--- config.mk ---
export PLATFORM = sky130hd
export DESIGN_NAME = adc_status_control
export DESIGN_NICKNAME = d
export VERILOG_FILES = /design/src/inc/adc_ctrl_pkg.sv /design/src/design/sar_sequencer.sv /design/src/design/adc_status_control.sv
export SDC_FILE = /design/constraint.sdc
export NUM_CORES = 1
export LEC_CHECK = 0
export BUFFER_PORTS_ARGS = -buffer_cell sky130_fd_sc_hd__buf_2
export CAP_MARGIN = 20
export CORE_MARGIN = 2
export CORE_UTILIZATION = 49
export DETAILED_ROUTE_END_ITERATION = 16
export PLACE_DENSITY = 0.84
export SLEW_MARGIN = 5
export SYNTH_ARGS = -nofsm -noshare
export SYNTH_HDL_FRONTEND = slang
export SYNTH_SLANG_ARGS = --single-unit
--- constraint.sdc ---
create_clock -name ref_clk -period 2.65 [get_ports ref_clk]
set_clock_uncertainty 0.15 [all_clocks]
set_input_delay 0.795 -clock ref_clk [delete_from_list [all_inputs] [get_ports ref_clk]]
set_output_delay 0.795 -clock ref_clk [all_outputs]
set_load 0.02 [all_outputs]
--- src/inc/adc_ctrl_pkg.sv ---
package adc_ctrl_pkg;

	// ********************************
	// bus and data widths
	// ********************************
	localparam int ADDR_W = 8;
	localparam int DATA_W = 32;
	localparam int RES_W  = 10;
	localparam int CH_W   = 5;
	localparam int CNT_W  = 8;
	localparam int IRQ_W  = 2;

	// ********************************
	// register byte offsets
	// ********************************
	localparam logic [ADDR_W-1:0] OFF_SC1      = 8'h00;
	localparam logic [ADDR_W-1:0] OFF_RESULT   = 8'h04;
	localparam logic [ADDR_W-1:0] OFF_CFG      = 8'h08;
	localparam logic [ADDR_W-1:0] OFF_CMP      = 8'h0C;
	localparam logic [ADDR_W-1:0] OFF_IRQ_STS  = 8'h10;
	localparam logic [ADDR_W-1:0] OFF_IRQ_MASK = 8'h14;

	// ********************************
	// field positions
	// ********************************
	localparam int FLAG_BIT  = 7;
	localparam int IRQEN_BIT = 6;
	localparam int CONT_BIT  = 5;
	localparam int HWT_BIT   = 0;
	localparam int CMPEN_BIT = 1;
	localparam int CMPGT_BIT = 2;
	localparam int EV_DONE   = 0;
	localparam int EV_OVR    = 1;
	localparam int CH_GAP_BIT = 3;

	// ********************************
	// codes and reset values
	// ********************************
	localparam logic [CH_W-1:0]  CH_OFF      = 5'h1F;
	localparam logic [CH_W-1:0]  CH_RST      = 5'h1F;
	localparam logic [RES_W-1:0] CMP_RST     = 10'h000;
	localparam logic [IRQ_W-1:0] MASK_RST    = 2'h0;
	localparam logic [1:0]       RESP_OKAY   = 2'h0;
	localparam logic [1:0]       RESP_SLVERR = 2'h2;

	// ********************************
	// timing
	// ********************************
	localparam int CLK_PERIOD_NS  = 20;
	localparam int SAMPLE_TIME_NS = 200;
	localparam int SETTLE_TIME_NS = 100;
	localparam int SAMPLE_CYC     = (SAMPLE_TIME_NS + CLK_PERIOD_NS - 1) / CLK_PERIOD_NS;
	localparam int SETTLE_CYC     = (SETTLE_TIME_NS + CLK_PERIOD_NS - 1) / CLK_PERIOD_NS;

	typedef enum logic [2:0] {
		ST_OFF  = 3'b001,
		ST_IDLE = 3'b010,
		ST_CONV = 3'b100
	} conv_state_t;

endpackage : adc_ctrl_pkg

--- src/design/sar_sequencer.sv ---
`timescale 1ns/1ps
module sar_sequencer #(
	parameter int RES_W      = 10,
	parameter int SAMPLE_CYC = 10,
	parameter int SETTLE_CYC = 5
) (
	// clock and reset
	input  wire logic             ref_clk,
	input  wire logic             reset_n,
	// control
	input  wire logic             start,
	input  wire logic             abort,
	input  wire logic             comp_hi,
	// status and analog drive
	output logic                  busy,
	output logic                  sample_track,
	output logic                  done,
	output logic [RES_W-1:0]      result,
	output logic [RES_W-1:0]      dac_code
);
	import adc_ctrl_pkg::*;

	logic                busy_q, busy_d;
	logic                samp_q, samp_d;
	logic                done_q, done_d;
	logic [CNT_W-1:0]    cnt_q, cnt_d;
	logic [RES_W-1:0]    trial_q, trial_d;
	logic [RES_W-1:0]    code_q, code_d;
	logic [RES_W-1:0]    res_q, res_d;
	logic [RES_W-1:0]    keep;

	// sample phase, then one trial bit per settle window, msb first
	always_comb begin
		busy_d  = busy_q;
		samp_d  = samp_q;
		done_d  = 1'b0;
		cnt_d   = cnt_q;
		trial_d = trial_q;
		code_d  = code_q;
		res_d   = res_q;
		keep    = comp_hi ? code_q : (code_q & ~trial_q);
		if (start) begin
			busy_d  = 1'b1;
			samp_d  = 1'b1;
			cnt_d   = CNT_W'(SAMPLE_CYC - 1);
			trial_d = '0;
			code_d  = '0;
		end else if (abort) begin
			busy_d = 1'b0;
			samp_d = 1'b0;
			code_d = '0;
		end else if (busy_q) begin
			if (cnt_q != '0) begin
				cnt_d = cnt_q - 1'b1;
			end else if (samp_q) begin
				samp_d  = 1'b0;
				trial_d = {1'b1, {(RES_W-1){1'b0}}};
				code_d  = {1'b1, {(RES_W-1){1'b0}}};
				cnt_d   = CNT_W'(SETTLE_CYC - 1);
			end else if (trial_q[0]) begin
				busy_d = 1'b0;
				done_d = 1'b1;
				res_d  = keep;
				code_d = '0;
			end else begin
				trial_d = trial_q >> 1;
				code_d  = keep | (trial_q >> 1);
				cnt_d   = CNT_W'(SETTLE_CYC - 1);
			end
		end
	end

	// state registers
	always_ff @(posedge ref_clk) begin
		if (!reset_n) begin
			busy_q  <= 1'b0;
			samp_q  <= 1'b0;
			done_q  <= 1'b0;
			cnt_q   <= '0;
			trial_q <= '0;
			code_q  <= '0;
			res_q   <= '0;
		end else begin
			busy_q  <= busy_d;
			samp_q  <= samp_d;
			done_q  <= done_d;
			cnt_q   <= cnt_d;
			trial_q <= trial_d;
			code_q  <= code_d;
			res_q   <= res_d;
		end
	end

	assign busy         = busy_q;
	assign sample_track = samp_q;
	assign done         = done_q;
	assign result       = res_q;
	assign dac_code     = code_q;

endmodule : sar_sequencer

--- src/design/adc_status_control.sv ---
`timescale 1ns/1ps
// How it works
// - compare off: done flag bit 7 sets at every conversion end.
// - compare on: flag sets only when compare true, else unchanged.
// - writing control register or reading result clears the done flag.
// - flag setting with irq enable bit 6 high raises the interrupt when irq mask bit 0 is set.
// - continuous bit 5 low: one conversion per software write or hardware trigger.
// - continuous bit 5 high: back-to-back conversions after write or trigger.
// - five-bit channel field bits 4:0 selects analog input n; codes with bit 3 set leave the mux open.
// - all-ones channel code powers converter off and isolates the input.
// - writing all ones stops continuous mode with no extra conversion.
// - single mode enters low power by itself when a conversion completes.
module adc_status_control (
	// clock and reset
	input  wire logic                               ref_clk,
	input  wire logic                               reset_n,
	// axi4-lite write address and data
	input  wire logic                               s_axi_awvalid,
	output logic                                    s_axi_awready,
	input  wire logic [adc_ctrl_pkg::ADDR_W-1:0]    s_axi_awaddr,
	input  wire logic                               s_axi_wvalid,
	output logic                                    s_axi_wready,
	input  wire logic [adc_ctrl_pkg::DATA_W-1:0]    s_axi_wdata,
	input  wire logic [3:0]                         s_axi_wstrb,
	// axi4-lite write response
	output logic                                    s_axi_bvalid,
	input  wire logic                               s_axi_bready,
	output logic [1:0]                              s_axi_bresp,
	// axi4-lite read
	input  wire logic                               s_axi_arvalid,
	output logic                                    s_axi_arready,
	input  wire logic [adc_ctrl_pkg::ADDR_W-1:0]    s_axi_araddr,
	output logic                                    s_axi_rvalid,
	input  wire logic                               s_axi_rready,
	output logic [adc_ctrl_pkg::DATA_W-1:0]         s_axi_rdata,
	output logic [1:0]                              s_axi_rresp,
	// analog front end
	input  wire logic                               hw_trigger_event,
	input  wire logic                               comp_in,
	output logic [adc_ctrl_pkg::CH_W-1:0]           chan_sel,
	output logic                                    mux_connect,
	output logic                                    conv_power,
	output logic                                    sample_track,
	output logic [adc_ctrl_pkg::RES_W-1:0]          dac_code,
	// interrupt
	output logic                                    irq
);
	import adc_ctrl_pkg::*;

	// ********************************
	// declarations
	// ********************************
	logic                aw_have_q, aw_have_d, w_have_q, w_have_d;
	logic [ADDR_W-1:0]   aw_addr_q, aw_addr_d;
	logic [7:0]          w_data_q, w_data_d;
	logic                w_lane_q, w_lane_d;
	logic                bvalid_q, bvalid_d, rvalid_q, rvalid_d;
	logic [1:0]          bresp_q, bresp_d, rresp_q, rresp_d;
	logic [DATA_W-1:0]   rdata_q, rdata_d;
	logic                flag_q, flag_d, irq_en_q, irq_en_d, cont_q, cont_d;
	logic [CH_W-1:0]     ch_q, ch_d;
	logic                hw_mode_q, hw_mode_d, cmp_en_q, cmp_en_d, cmp_gt_q, cmp_gt_d;
	logic [RES_W-1:0]    cmp_val_q, cmp_val_d, result_q, result_d;
	logic [IRQ_W-1:0]    irq_sts_q, irq_sts_d, irq_mask_q, irq_mask_d, events;
	conv_state_t         state_q, state_d;
	logic                power_q, power_d, connect_q, connect_d;
	logic                trig_s1_q, trig_s2_q, trig_s3_q, comp_s1_q, comp_s2_q;
	logic                wr_fire, wr_map, lane_wr, sc1_wr, rd_fire, res_rd, hw_edge;
	logic                sar_start, sar_abort, sar_busy, sar_done, cmp_true, set_flag;
	logic [RES_W-1:0]    sar_result;

	// ********************************
	// bus decode
	// ********************************
	assign s_axi_awready = !aw_have_q && !bvalid_q;
	assign s_axi_wready  = !w_have_q && !bvalid_q;
	assign s_axi_arready = !rvalid_q;
	assign wr_fire = aw_have_q && w_have_q && !bvalid_q;
	assign wr_map  = aw_addr_q inside {OFF_SC1, OFF_RESULT, OFF_CFG, OFF_CMP, OFF_IRQ_STS, OFF_IRQ_MASK};
	assign lane_wr = wr_fire && w_lane_q;
	assign sc1_wr  = lane_wr && (aw_addr_q == OFF_SC1);
	assign rd_fire = s_axi_arvalid && !rvalid_q;
	assign res_rd  = rd_fire && (s_axi_araddr == OFF_RESULT);
	assign hw_edge = trig_s2_q && !trig_s3_q;

	// compare against threshold, then gate the flag
	assign cmp_true = cmp_gt_q ? (sar_result >= cmp_val_q) : (sar_result < cmp_val_q);
	assign set_flag = sar_done && (!cmp_en_q || cmp_true);
	assign events[EV_DONE] = set_flag && irq_en_q;
	assign events[EV_OVR]  = set_flag && flag_q && !(sc1_wr || res_rd);

	// ********************************
	// next-state logic
	// ********************************
	always_comb begin
		aw_have_d = aw_have_q;
		aw_addr_d = aw_addr_q;
		w_have_d  = w_have_q;
		w_data_d  = w_data_q;
		w_lane_d  = w_lane_q;
		bvalid_d  = bvalid_q;
		bresp_d   = bresp_q;
		rvalid_d  = rvalid_q;
		rresp_d   = rresp_q;
		rdata_d   = rdata_q;
		irq_en_d  = irq_en_q;
		cont_d    = cont_q;
		ch_d      = ch_q;
		hw_mode_d = hw_mode_q;
		cmp_en_d  = cmp_en_q;
		cmp_gt_d  = cmp_gt_q;
		cmp_val_d = cmp_val_q;
		irq_mask_d = irq_mask_q;
		irq_sts_d = irq_sts_q;
		result_d  = set_flag ? sar_result : result_q;
		state_d   = state_q;
		sar_start = 1'b0;
		sar_abort = 1'b0;
		// write channel capture, either order
		if (s_axi_awvalid && s_axi_awready) begin
			aw_have_d = 1'b1;
			aw_addr_d = s_axi_awaddr;
		end
		if (s_axi_wvalid && s_axi_wready) begin
			w_have_d = 1'b1;
			w_data_d = s_axi_wdata[7:0];
			w_lane_d = s_axi_wstrb[0];
		end
		if (wr_fire) begin
			aw_have_d = 1'b0;
			w_have_d  = 1'b0;
			bvalid_d  = 1'b1;
			bresp_d   = wr_map ? RESP_OKAY : RESP_SLVERR;
		end
		if (bvalid_q && s_axi_bready) begin
			bvalid_d = 1'b0;
		end
		// register writes
		if (lane_wr) begin
			unique case (aw_addr_q)
				OFF_SC1: begin
					irq_en_d = w_data_q[IRQEN_BIT];
					cont_d   = w_data_q[CONT_BIT];
					ch_d     = w_data_q[CH_W-1:0];
				end
				OFF_CFG: begin
					hw_mode_d = w_data_q[HWT_BIT];
					cmp_en_d  = w_data_q[CMPEN_BIT];
					cmp_gt_d  = w_data_q[CMPGT_BIT];
				end
				OFF_CMP:      cmp_val_d = {2'h0, w_data_q};
				OFF_IRQ_STS:  irq_sts_d = irq_sts_q & ~w_data_q[IRQ_W-1:0];
				OFF_IRQ_MASK: irq_mask_d = w_data_q[IRQ_W-1:0];
				default: ;
			endcase
		end
		irq_sts_d = irq_sts_d | events;
		// read channel
		if (rd_fire) begin
			rvalid_d = 1'b1;
			rresp_d  = RESP_OKAY;
			unique case (s_axi_araddr)
				OFF_SC1:      rdata_d = {24'h0, flag_q, irq_en_q, cont_q, ch_q};
				OFF_RESULT:   rdata_d = {22'h0, result_q};
				OFF_CFG:      rdata_d = {29'h0, cmp_gt_q, cmp_en_q, hw_mode_q};
				OFF_CMP:      rdata_d = {22'h0, cmp_val_q};
				OFF_IRQ_STS:  rdata_d = {30'h0, irq_sts_q};
				OFF_IRQ_MASK: rdata_d = {30'h0, irq_mask_q};
				default: begin
					rdata_d = 32'h0;
					rresp_d = RESP_SLVERR;
				end
			endcase
		end else if (rvalid_q && s_axi_rready) begin
			rvalid_d = 1'b0;
		end
		// conversion sequencing
		if (sc1_wr) begin
			sar_abort = 1'b1;
			if (w_data_q[CH_W-1:0] == CH_OFF) begin
				state_d = ST_OFF;
			end else if (!hw_mode_q) begin
				sar_start = 1'b1;
				state_d   = ST_CONV;
			end else begin
				state_d = ST_IDLE;
			end
		end else if (hw_edge && hw_mode_q && (state_q == ST_IDLE)) begin
			sar_start = 1'b1;
			state_d   = ST_CONV;
		end else if (sar_done && (state_q == ST_CONV)) begin
			if (cont_q) begin
				sar_start = 1'b1;
			end else begin
				state_d = ST_IDLE;
			end
		end
	end

	// done flag: a completion beats a same-cycle clear
	always_comb begin
		if (set_flag) begin
			flag_d = 1'b1;
		end else if (sc1_wr || res_rd) begin
			flag_d = 1'b0;
		end else begin
			flag_d = flag_q;
		end
	end

	// analog drive: reserved codes convert with the mux open
	assign power_d   = (state_d == ST_CONV);
	assign connect_d = (state_d == ST_CONV) && !ch_d[CH_GAP_BIT];

	// ********************************
	// registers
	// ********************************
	always_ff @(posedge ref_clk) begin
		if (!reset_n) begin
			aw_have_q <= 1'b0;
			aw_addr_q <= '0;
			w_have_q  <= 1'b0;
			w_data_q  <= 8'h00;
			w_lane_q  <= 1'b0;
			bvalid_q  <= 1'b0;
			bresp_q   <= RESP_OKAY;
			rvalid_q  <= 1'b0;
			rresp_q   <= RESP_OKAY;
			rdata_q   <= 32'h0;
			flag_q    <= 1'b0;
			irq_en_q  <= 1'b0;
			cont_q    <= 1'b0;
			ch_q      <= CH_RST;
			hw_mode_q <= 1'b0;
			cmp_en_q  <= 1'b0;
			cmp_gt_q  <= 1'b0;
			cmp_val_q <= CMP_RST;
			result_q  <= '0;
			irq_sts_q <= '0;
			irq_mask_q <= MASK_RST;
			state_q   <= ST_OFF;
			power_q   <= 1'b0;
			connect_q <= 1'b0;
			trig_s1_q <= 1'b0;
			trig_s2_q <= 1'b0;
			trig_s3_q <= 1'b0;
			comp_s1_q <= 1'b0;
			comp_s2_q <= 1'b0;
		end else begin
			aw_have_q <= aw_have_d;
			aw_addr_q <= aw_addr_d;
			w_have_q  <= w_have_d;
			w_data_q  <= w_data_d;
			w_lane_q  <= w_lane_d;
			bvalid_q  <= bvalid_d;
			bresp_q   <= bresp_d;
			rvalid_q  <= rvalid_d;
			rresp_q   <= rresp_d;
			rdata_q   <= rdata_d;
			flag_q    <= flag_d;
			irq_en_q  <= irq_en_d;
			cont_q    <= cont_d;
			ch_q      <= ch_d;
			hw_mode_q <= hw_mode_d;
			cmp_en_q  <= cmp_en_d;
			cmp_gt_q  <= cmp_gt_d;
			cmp_val_q <= cmp_val_d;
			result_q  <= result_d;
			irq_sts_q <= irq_sts_d;
			irq_mask_q <= irq_mask_d;
			state_q   <= state_d;
			power_q   <= power_d;
			connect_q <= connect_d;
			trig_s1_q <= hw_trigger_event;
			trig_s2_q <= trig_s1_q;
			trig_s3_q <= trig_s2_q;
			comp_s1_q <= comp_in;
			comp_s2_q <= comp_s1_q;
		end
	end

	// successive approximation engine
	sar_sequencer #(
		.RES_W      (RES_W),
		.SAMPLE_CYC (SAMPLE_CYC),
		.SETTLE_CYC (SETTLE_CYC)
	) i_sar_sequencer (
		.ref_clk      (ref_clk),
		.reset_n      (reset_n),
		.start        (sar_start),
		.abort        (sar_abort),
		.comp_hi      (comp_s2_q),
		.busy         (sar_busy),
		.sample_track (sample_track),
		.done         (sar_done),
		.result       (sar_result),
		.dac_code     (dac_code)
	);

	// outputs
	assign s_axi_bvalid = bvalid_q;
	assign s_axi_bresp  = bresp_q;
	assign s_axi_rvalid = rvalid_q;
	assign s_axi_rresp  = rresp_q;
	assign s_axi_rdata  = rdata_q;
	assign chan_sel     = ch_q;
	assign mux_connect  = connect_q;
	assign conv_power   = power_q;
	assign irq          = |(irq_sts_q & irq_mask_q);
endmodule : adc_status_control

### Yosys cells after proc, flatten, opt, wreduce, memory -nomap -nowiden

Cells that the tools add are included.

| cells by class | value |
|---|---|
| $add $sub $neg | 1 |
| magnitude comparators | 2 |
| eq/ne operators | 19 |
| muxes and demuxes | 47 |
| bitwise operators | 13 |
| reduce and logical (&&, ||, !) cells | 57 |

Operators with widths:

| operator | count |
|---|---|
| case mux 10 bit (6 select lines) | 1 |
| 2-to-1 mux 10 bit | 5 |
| == test 8 x 4 -> 1 bit, second input constant | 4 |
| == test 8 x 5 -> 1 bit, second input constant | 4 |
| 2-to-1 mux 8 bit | 3 |
| 2-to-1 mux 1 bit | 23 |
| logical AND 1 bit | 21 |
| 2-to-1 mux 4 bit | 5 |
| 2-to-1 mux 3 bit | 6 |
| == test 8 x 3 -> 1 bit, second input constant | 2 |
| zero test 8 bit | 2 |
| AND reduction 2 bit | 6 |
| OR reduction 6 bit | 2 |
| AND 10 bit | 1 |
| greater-or-equal comparator 10 x 8 -> 1 bit | 1 |
| < comparator 10 x 8 -> 1 bit | 1 |
| inverter 10 bit | 1 |
| OR 10 x 9 -> 10 bit | 1 |
| AND reduction 3 bit | 3 |
| zero test 1 bit | 8 |
| 2-to-1 mux 2 bit | 4 |
| nonzero test 8 bit | 1 |
| OR reduction 2 bit | 4 |
| subtractor 8 x 1 -> 8 bit, second input constant | 1 |
| 18 further kinds | 29 |

| word-level totals | value |
|---|---|
| register bits | 141 |
| output and inout port bits | 60 |
| logic and storage cells | 178 |

### Longest topological paths before layout

Gate-level depths: netlist of the first run.

| depth | value |
|---|---|
| word-level depth | 8 |
| depth in mapped cells | 8 |
| mapped depth without buffers | 7 |

### By module

Synthesis of the first run repeated with hierarchy kept, for this count alone.

| second synthesis, totals | value |
|---|---|
| cell total of the unflattened synthesis | 615 |
| area total of the unflattened synthesis | 5,466.5 um2 |

Modules (own cells, without submodules):

| module | times used | cells each | area an instance (um2) |
|---|---|---|---|
| adc_status_control | 1 | 413 | 3,659.8 |
| sar_sequencer | 1 | 202 | 1,806.7 |

### Worst setup path before layout of the first run

OpenSTA, ideal clock, no wires.

| timing path | value |
|---|---|
| path kind | input port to flip-flop |
| start point | input s_axi_araddr[1] (netlist bit) |
| end point | register irq_sts_q[1] |
| data arrival time | 2.440 ns |
| data required time | 2.384 ns |
| path slack | -0.056 ns |
| stages on the path | 5 |
| buffers on the path | 0 |
| cell sequence | or4_1 > nor4_1 > and3b_1 > nor2_1 > a31o_2 |

| on the way | value |
|---|---|
| cells in the longest elaborated chain, start to end | 6 |

RTL lines:

| item | line | RTL |
|---|---|---|
| start, declared | adc_status_control.sv:32 | `input wire logic [adc_ctrl_pkg::ADDR_W-1:0] s_axi_araddr,` |
| == test 8 x 3 -> 1 bit | adc_status_control.sv:83 | `assign res_rd = rd_fire && (s_axi_araddr == OFF_RESULT);` |
| logical AND 1 bit | adc_status_control.sv:83 |  |
| logical OR 1 bit | adc_status_control.sv:90 | `assign events[EV_OVR] = set_flag && flag_q && !(sc1_wr \|\| res_rd);` |
| zero test 1 bit | adc_status_control.sv:90 |  |
| logical AND 1 bit | adc_status_control.sv:90 |  |
| OR 2 bit | adc_status_control.sv:157 | `irq_sts_d = irq_sts_d \| events;` |
| end signal, assigned | adc_status_control.sv:269 | `irq_sts_q <= irq_sts_d;` |
| end, declared | adc_status_control.sv:64 | `logic [IRQ_W-1:0] irq_sts_q, irq_sts_d, irq_mask_q, irq_mask_d, events;` |

No other way between the ends.
A chain may end at the register's enable or synchronous reset.

### Worst setup path after layout of the first run

| timing path | value |
|---|---|
| start point | register aw_addr_q[0] |
| end point | register power_q, in the netlist conv_power |

| on the way | value |
|---|---|
| cells in the longest elaborated chain, start to end | 4 |

RTL lines:

| item | line | RTL |
|---|---|---|
| start, declared | adc_status_control.sv:54 | `logic [ADDR_W-1:0] aw_addr_q, aw_addr_d;` |
| start signal, assigned | adc_status_control.sv:251 | `aw_addr_q <= aw_addr_d;` |
| zero test 8 bit | adc_status_control.sv:81 | `assign sc1_wr = lane_wr && (aw_addr_q == OFF_SC1);` |
| logical AND 1 bit | adc_status_control.sv:81 |  |
| 2-to-1 mux 3 bit | adc_status_control.sv:178 | `if (sc1_wr) begin` |
| == test 3 bit | adc_status_control.sv:212 | `assign power_d = (state_d == ST_CONV);` |
| end signal, assigned | adc_status_control.sv:272 | `power_q <= power_d;` |
| end, declared | adc_status_control.sv:66 | `logic power_q, power_d, connect_q, connect_d;` |

No other way between the ends.

==> results.yml, run 1 <==
run_status:
  status: "completed"
die:
  ios: 121
  initial_utilization: 0.498
  fp.dieW_um: 109
  rows: 38
  die_area_um2: 11800
  die_height_um: 109
  coreArea_um2: 10700
sta:
  worst_pin_slew_ps: 649
  hold_violations: 0
  grt_setup_unrepaired: "false"
  fin_crit_ps: 2530
  setup_viol: 0
  worst_slack_ps: 118
  final_max_slew_viol_count: 0
  fmax_ghz: 0.395
  fin_setup_tns_ps: 0
  slew_headroom: 0.564
  final.period_utilization: 0.955
critical_path:
  path_class: "reg -> reg"
  cp.depth: 6
  critPathMaxFanout: 17
  arrival_ps: 2810
  crit_buf_inv: 1
  startpoint_type: "flop"
  worstPathCellList: "or4_4, or4_4, buf_4, o21ai_0, o21ai_0, nor3b_1"
  required_ps: 2930
  critPathTopFamily: "simple AND/OR/NAND/NOR gates"
  worst-r2r-cell-count: 6
  slowest_delay_ps: 590
  cp-end-kind: "flop"
  slowest_stage: "or4_4"
cts:
  cts_max_level: 4
  cts_setup_buffers: 0
  clk_latency_ps: 530
  numCtsBuffers: 17
  path_clk_slew_ps: 50
  tritoncts: "done"
  clock-sinks: 117
  cts_max_path_buffers: 2
  cts-root-buf: "clkbuf_8"
global_route:
  antenna_found_initial: 0
  grt_usage: 0.235
  grt_max_degree: 41
  grt_pass1_vias: 4670
  globalRouteOverflowTotal: 0
  grt_pass1_wl_mm: 21.6
routing:
  drt-pass1-iter-count: 5
  drt_first_iter_violations: 373
  vias_per_cell: 5.65
  wl_met3_um: 744
  vias: 4835
  drc: 0
  wire_per_inst_um: 15.5
  wl_met2_mm: 6.75
  postRouteAntennaNets: 0
  met1Wirelength_mm: 5.30
  finalWirelength_mm: 13.3
  routed.top_layer: "met4"
pwr:
  power.leakage_nw: 2.62
  powerDensity_nw_per_um2: 663
  power_mw: 4.26
  ir_worst_vdd_mv: 0.320
hold_path:
  worstHoldPathCells: 1
  hold_class: "reg -> reg"
finish:
  final_cell_mix: "117 x dfxtp_1, 93 x nand2_1, 69 x buf_2, 51 x a21oi_1, 48 x nor2_1"
  area_growth_pct: 19.9
  instances_no_fill: 856
  antenna_cells: 0
  layout_commonest_cell: "dfxtp_1"
  final_cell_area_um2: 6420
  drive_above_1_share: 0.190
  nNetsFinal: 775
  fillers: 888
flow_run:
  drv_cap: 0
yosys:
  yosysWarningCount: 0
  syn_avg_cell_area_um2: 8.52
  synth_edf_count: 0
  netlist_area_um2: 5350
  synth_flop_cell: "dfxtp_1"
  synth_cells: 628
  ys_async_sr_fraction: 0
  synth-seq-area-share: 0.438
  ys_ff_latch: 117
  synth_cell_types: 60
placed_design:
  gp_congestion: 0.901
  dp_cells: 825
  dpl_cell_area_um2: 5840
  dp_hpwl_mm: 9.25
  numPortBuffers: 69
  dpl_worst_slack_ps: 107
worst reg2reg max path, stage by stage (launching register included):
cell and delay, ps:
dfxtp_1 320, or4_4 590, or4_4 560, buf_4 220, o21ai_0 110, o21ai_0 210
nor3b_1 280
logic make-up (layout without fill, tap and decap cells):
family,count (synthesis),count (layout),share of synthesized area
muxes,41,41,0.0816
xor gates and xnor gates,5,5,0.00818
DFF,117,117,0.438
AOI/OAI and AO/OA,128,128,0.153
buffers and inverters,82,147,0.0779
other,1,24,0.000701
adders and majority gates,10,10,0.0234
and+or+nand+nor,244,244,0.218
per-stage QoR:
step / utilization / hold slack (ps)
final: 0.597 / 290
after global placement: 0.543 / 273
after floorplan: - / 262
after CTS: 0.597 / 293
after detailed placement: 0.543 / 269
after global routing: 0.597 / 322
layer usage:
metal	up-vias	track usage
met1	2292	0.264
met5	-	0
met3	42	0.0524
met2	195	0.417
met4	0	0.118
li1	2306	-
registers in the layout, summed over array words and instances, names as in the netlist, 5 cells and up:
| signal | count |
|---|---|
| i_sar_sequencer.dac_code | 10 |
| i_sar_sequencer.result | 10 |
| i_sar_sequencer.trial_q | 10 |
| result_q | 10 |
| s_axi_rdata | 10 |
| aw_addr_q | 8 |
| cmp_val_q | 8 |
| i_sar_sequencer.cnt_q | 8 |
| w_data_q | 8 |
| chan_sel | 5 |
path summary, 6_finish.rpt:
kind           startpoint          to  slack, ps
min reg2reg     comp_s1_q   comp_s2_q        290
min             comp_s1_q   comp_s2_q        290
max          aw_addr_q[0]  conv_power        120
max reg2reg  aw_addr_q[0]  conv_power        120
Yosys cell counts, types with 3 or more instances:
cell      instances  share of area
dfxtp_1         117           0.44
nand2_1          93          0.065
a21oi_1          51          0.048
nor2_1           48          0.034
mux2i_1          38          0.071
nand3_1          28          0.026
clkbuf_1         27          0.019
buf_4            24          0.034
inv_1            23          0.016
o21ai_0          22          0.021
nor3_1           16          0.015
a21boi_0         10          0.014
ha_1             10          0.023
a22oi_1           9          0.013
and2_1            8         0.0094
nor4_1            8         0.0094
o32ai_1           8          0.013
nand2b_1          7         0.0082
and3_1            6         0.0070
nor2b_1           5         0.0058
nor3b_1           5         0.0070
xnor2_1           5         0.0082
o21a_1            4         0.0056
a31o_2            3         0.0049
buf_2             3         0.0028
nand4_1           3         0.0035
o211ai_1          3         0.0042
or4_1             3         0.0042
what timing repair did:
action                                  in CTS  in global routing
hold buffers                                 0                  0
endpoints found under the setup margin       0                 11
resized for setup                            0                  1
report_power, final:
part,switching (mW),internal [mW]
Clock,0.774,1.43
Combinational,0.162,0.0743
Sequential,0.0310,1.79
Total,0.967,3.29
final cells by class:
type / instances / area [um^2] / area share
clock inverters: 8 / 98.8 / 0.0154
repair buffers: 91 / 536 / 0.0834
flip-flops and latches: 117 / 2340 / 0.365
inverters: 25 / 93.8 / 0.0146
multi-input cells: 452 / 2700 / 0.420
clock buffers: 23 / 477 / 0.0743
well taps: 140 / 175 / 0.0273
Note: power is estimated with default switching activity, not from simulation.
==> inputs of run 2 (changes only) <==
--- a/config.mk
+++ b/config.mk
@@ -7,10 +7,10 @@
 export LEC_CHECK = 0
 export BUFFER_PORTS_ARGS = -buffer_cell sky130_fd_sc_hd__buf_2
 export CAP_MARGIN = 20
-export CORE_MARGIN = 2
 export CORE_UTILIZATION = 49
 export DETAILED_ROUTE_END_ITERATION = 16
 export PLACE_DENSITY = 0.84
+export RECOVER_POWER = 25
 export SLEW_MARGIN = 5
 export SYNTH_ARGS = -nofsm -noshare
 export SYNTH_HDL_FRONTEND = slang
==> run 2 against run 1 <==
Effect of this change: combinational power decreased by 2%; sequential power about the same; global-route usage increased by 1.1 points; critical endpoint unchanged.
==> results.yml, run 2 (synthesis results as in run 1) <==
finish:
  instances_no_fill: 855
  multi_input_area_um2: 2690
  drive_above_1_share: 0.189
  register_area_um2: 2340
  final_cell_mix: "117 x dfxtp_1, 93 x nand2_1, 67 x buf_2, 51 x a21oi_1, 48 x nor2_1"
  fillers: 850
  layout_commonest_cell: "dfxtp_1"
  nNetsFinal: 777
  area_growth_pct: 19.8
  antenna_cells: 0
hold_path:
  hold_class: "reg -> reg"
placed_design:
  dp_cells: 823
  gp_congestion: 0.844
  dp_hpwl_mm: 9.16
  numPortBuffers: 69
sta:
  hold_violations: 0
  setup_viol: 0
  final_max_slew_viol_count: 0
  fmax_ghz: 0.395
  worst_pin_slew_ps: 829
  fin_setup_tns_ps: 0
  fin_crit_ps: 2530
  grt_setup_unrepaired: "false"
  slew_headroom: 0.447
  final.period_utilization: 0.956
cts:
  cts_resized: 0
  clk_latency_ps: 530
  path_clk_slew_ps: 60
  cts_max_path_buffers: 2
  cts-root-buf: "clkbuf_8"
  tritoncts: "done"
  numCtsBuffers: 17
  cts_max_level: 4
  clock-sinks: 117
  hold_buffers: 0
  cts_setup_buffers: 0
routing:
  drt_first_iter_violations: 343
  wire_per_inst_um: 15.6
  vias: 4846
  postRouteAntennaNets: 0
  drc: 0
  vias_per_cell: 5.67
  finalWirelength_mm: 13.4
  drt-pass1-iter-count: 5
pwr:
  power.leakage_nw: 2.61
  powerDensity_nw_per_um2: 672
  ir_worst_vdd_mv: 0.353
die:
  die_area_um2: 11300
  coreArea_um2: 10500
  die_height_um: 107
  fp.dieW_um: 107
  initial_utilization: 0.511
  ios: 121
  rows: 37
global_route:
  globalRouteOverflowTotal: 0
  grt_max_degree: 34
  grt_usage: 0.246
  grt_pass1_wl_mm: 22.0
  grt_pass1_vias: 4707
  antenna_found_initial: 0
critical_path:
  critPathMaxFanout: 17
  path_class: "reg -> reg"
  arrival_ps: 2820
  startpoint_type: "flop"
  required_ps: 2930
  cp-end-kind: "flop"
flow_run:
  drv_cap: 0
run_status:
  status: "completed"
## run 2: changes by cell type in the layout (fill, tap and decap cells not counted), sizes merged
cell	previous run	this run
clkinvlp	2	4
clkinv	5	3
clkbuf	23	22
buf	91	88
inv	24	31
## run 2: report_power, final
group          leakage (nW)  internal (mW)  switching, mW
combinational          1.38         0.0720          0.160
sequential            0.947           1.79         0.0295
clock                 0.276           1.36          0.896
## run 2: worst paths after layout
path                startpoint         end  slack (ps)  cells past startpoint
setup reg to reg  aw_addr_q[0]  conv_power         120                      6
setup / recovery  aw_addr_q[0]  conv_power         120                      6
hold reg to reg      comp_s1_q   comp_s2_q         290                      1
hold / removal       comp_s1_q   comp_s2_q         290                      1
## run 2: area by class of cell
type | count | area share
multi-input cells | 452 | 0.420
flip-flops and latches | 117 | 0.365
clock buffers | 17 | 0.0646
clock inverters | 15 | 0.0265
well taps | 136 | 0.0265
repair buffers | 93 | 0.0822
inverters | 25 | 0.0146
## run 2: worst max-delay path, cell delays in order, from the launching register on
cell and delay [ps]:
dfxtp_1 310, or4_1 610, or4_4 570, buf_4 230, o21ai_0 120, o21ai_0 190, nor3b_1 260
## run 2: per-layer routing
metal | GRT usage | wire [um]
met1 | 0.276 | 5350
met4 | 0.116 | 487
met2 | 0.431 | 6650
met5 | 0 | 0
met3 | 0.0687 | 884
## run 2: through the flow
stage	instance area [um^2]	worst slack, ps	power (mW)	hold WS (ps)	utilization
floorplan	5440	151	2.04	262	-
global placement	5840	172	2.08	270	0.558
detailed placement	5840	107	2.08	278	0.558
CTS	6420	141	4.33	293	0.614
global route	6410	41.8	4.44	307	0.613
finish	6410	116	4.31	292	0.613
==> inputs of run 3 (changes only) <==
--- a/config.mk
+++ b/config.mk
@@ -5,6 +5,7 @@
 export SDC_FILE = /design/constraint.sdc
 export NUM_CORES = 1
 export LEC_CHECK = 0
+export ABC_AREA = 1
 export BUFFER_PORTS_ARGS = -buffer_cell sky130_fd_sc_hd__buf_2
 export CAP_MARGIN = 20
 export CORE_UTILIZATION = 49
==> run 3 against run 2 <==
Effect of this change: final cell count grew 16%; total power up 2.6%; sequential power barely moved; largest power group unchanged; combinational power increased by 12%; critical path type unchanged; sequential share of layout area decreased by 0.21 points; first-iteration DRC count is 19% higher; sequential cell count is the same; register-to-register slack improved by 200 ps; count of clock-buffer cells in the layout grew 7.
==> results.yml, run 3 <==
cts:
  path_clk_slew_ps: 60
  clock-sinks: 117
  clk_latency_ps: 520
  tritoncts: "done"
  cts_max_path_buffers: 2
  cts-root-buf: "clkbuf_8"
  cts_resized: 0
  numCtsBuffers: 17
  cts_max_level: 4
  cts_setup_buffers: 0
  hold_buffers: 0
critical_path:
  critPathMaxFanout: 13
  path_class: "reg -> reg"
  worst-r2r-cell-count: 11
  required_ps: 2930
  arrival_ps: 2620
  startpoint_type: "flop"
  cp-end-kind: "flop"
sta:
  fin_crit_ps: 2340
  grt_setup_unrepaired: "false"
  hold_violations: 0
  final_max_slew_viol_count: 0
  fin_setup_tns_ps: 0
  setup_viol: 0
  fmax_ghz: 0.428
  worst_slack_ps: 314
  final.period_utilization: 0.882
  worst_pin_slew_ps: 737
  slew_headroom: 0.508
yosys:
  yosys-top-cells-area: "dfxtp_1 43%, nand2_1 11%, a21oi_1 8.3%"
  ys_async_sr_fraction: 0
  synth_most_common_cell: "nand2_1"
  ys_ff_latch: 117
  yosysWarningCount: 0
  yosysTopAreaCell: "dfxtp_1"
  synth_common_cells: "167 x nand2_1, 117 x dfxtp_1, 91 x a21oi_1, 84 x inv_1, 70 x nor2_1"
  synth_cell_types: 41
  synth_edf_count: 0
  synth_flop_cell: "dfxtp_1"
  yosys.area.top_type_share: 0.429
  synth_cells: 762
  synth-seq-area-share: 0.429
  netlist_area_um2: 5460
  syn_avg_cell_area_um2: 7.16
finish:
  fillers: 958
  register_area_um2: 2340
  layout_commonest_cell: "nand2_1"
  antenna_cells: 0
  nNetsFinal: 906
  area_growth_pct: 18.2
  final_cell_mix: "168 x nand2_1, 117 x dfxtp_1, 91 x a21oi_1, 85 x inv_1, 70 x nor2_1"
  drive_above_1_share: 0.159
  multi_input_area_um2: 2550
global_route:
  grt_max_degree: 37
  globalRouteOverflowTotal: 0
  grt_pass1_wl_mm: 20.7
  antenna_found_initial: 0
  grt_pass1_vias: 4569
  grt_usage: 0.230
routing:
  drt-pass1-iter-count: 5
  postRouteAntennaNets: 0
  drc: 0
  wire_per_inst_um: 12.8
  finalWirelength_mm: 12.7
  vias: 5029
  vias_per_cell: 5.09
  drt_first_iter_violations: 407
die:
  die_height_um: 108
  fp.dieW_um: 108
  rows: 38
  die_area_um2: 11600
  initial_utilization: 0.503
  coreArea_um2: 10800
  ios: 121
pwr:
  combPwrFrac: 0.059
  ir_worst_vdd_mv: 0.387
  switching_share: 0.225
  pwr-share-clk: 0.527
  powerDensity_nw_per_um2: 685
  internal_power_mw: 3.43
  power.leakage_nw: 2.84
  p_sw_mw: 0.994
  seq_power_share: 0.414
flow_run:
  drv_cap: 0
placed_design:
  numPortBuffers: 69
  dp_hpwl_mm: 8.55
  dpl_worst_slack_ps: 311
  gp_congestion: 0.827
hold_path:
  worstHoldPathCells: 2
  hold_class: "reg -> reg"
run_status:
  status: "completed"
-- run 3: changes by cell type after synthesis, moves of 10 or more --
cell	before	now
nand2_1	93	167
inv_1	23	84
a21oi_1	51	91
mux2i_1	38	0
o21ai_0	22	56
nor2_1	48	70
clkbuf_1	27	16
nor3_1	16	5
a21boi_0	10	0
-- run 3: power groups by stage --
stage / Combinational [mW] / Sequential (mW) / Clock [mW]
2_1_floorplan: 0.212 / 1.86 / 0
3_3_place_gp: 0.252 / 1.87 / 0
3_5_place_dp: 0.256 / 1.87 / 0
4_1_cts: 0.261 / 1.83 / 2.34
5_1_grt: 0.293 / 1.83 / 2.43
6_report: 0.259 / 1.83 / 2.33
-- run 3: layer usage --
layer | wire length [um] | vias to the layer above | GRT usage | share of wire
met3 | 774 | 31 | 0.0636 | 0.061
met4 | 295 | 0 | 0.0920 | 0.023
met1 | 5460 | 2257 | 0.272 | 0.43
met5 | 0 | - | 0 | 0
met2 | 6140 | 175 | 0.392 | 0.48
li1 | - | 2566 | - | -
-- run 3: final cells by class --
class / count / area share
timing repair buffer: 80 / 0.0650
clock buffer: 24 / 0.0761
clock inverter: 8 / 0.0186
multi-input combinational: 527 / 0.396
inverter: 92 / 0.0541
sequential: 117 / 0.363
tap: 140 / 0.0272
-- run 3: stage by stage --
| step | total power [mW] | std cells | utilization | hold WS (ps) | cell area, um^2 |
|---|---|---|---|---|---|
| after floorplan | 2.07 | 785 | - | 240 | 5540 |
| after global placement | 2.12 | 956 | 0.540 | 254 | 5850 |
| after detailed placement | 2.12 | 956 | 0.540 | 255 | 5850 |
| after CTS | 4.44 | 988 | 0.596 | 267 | 6460 |
| after global routing | 4.56 | 988 | 0.595 | 301 | 6450 |
| final | 4.42 | 988 | 0.595 | 262 | 6450 |
-- run 3: critical path, cell delays in order (launching register included) --
cell and delay (ps):
dfxtp_1 370, nor2_4 150, nand2_2 100, nor2_2 100, nand2_2 90, clkinv_2 70
nand2_1 260, nand2_1 170, nand2_2 110, nor2_1 150, nand2_1 270, a21oi_1 270
-- run 3: cells by family after synthesis --
family,Yosys count,synth area share
simple gates,323,0.262
buf+inv,141,0.117
flops,117,0.429
xor+xnor,5,0.00803
other cells,1,0.000687
fa+ha+maj,10,0.0229
compound gates,165,0.159
-- run 3: worst paths after layout --
path                                    from                           to  slack [ps]
worst max-delay path            s_axi_bvalid  i_sar_sequencer.dac_code[8]         310
worst min-delay path               trig_s1_q                    trig_s2_q         260
worst max register to register  s_axi_bvalid  i_sar_sequencer.dac_code[8]         310
worst min register to register     trig_s1_q                    trig_s2_q         260
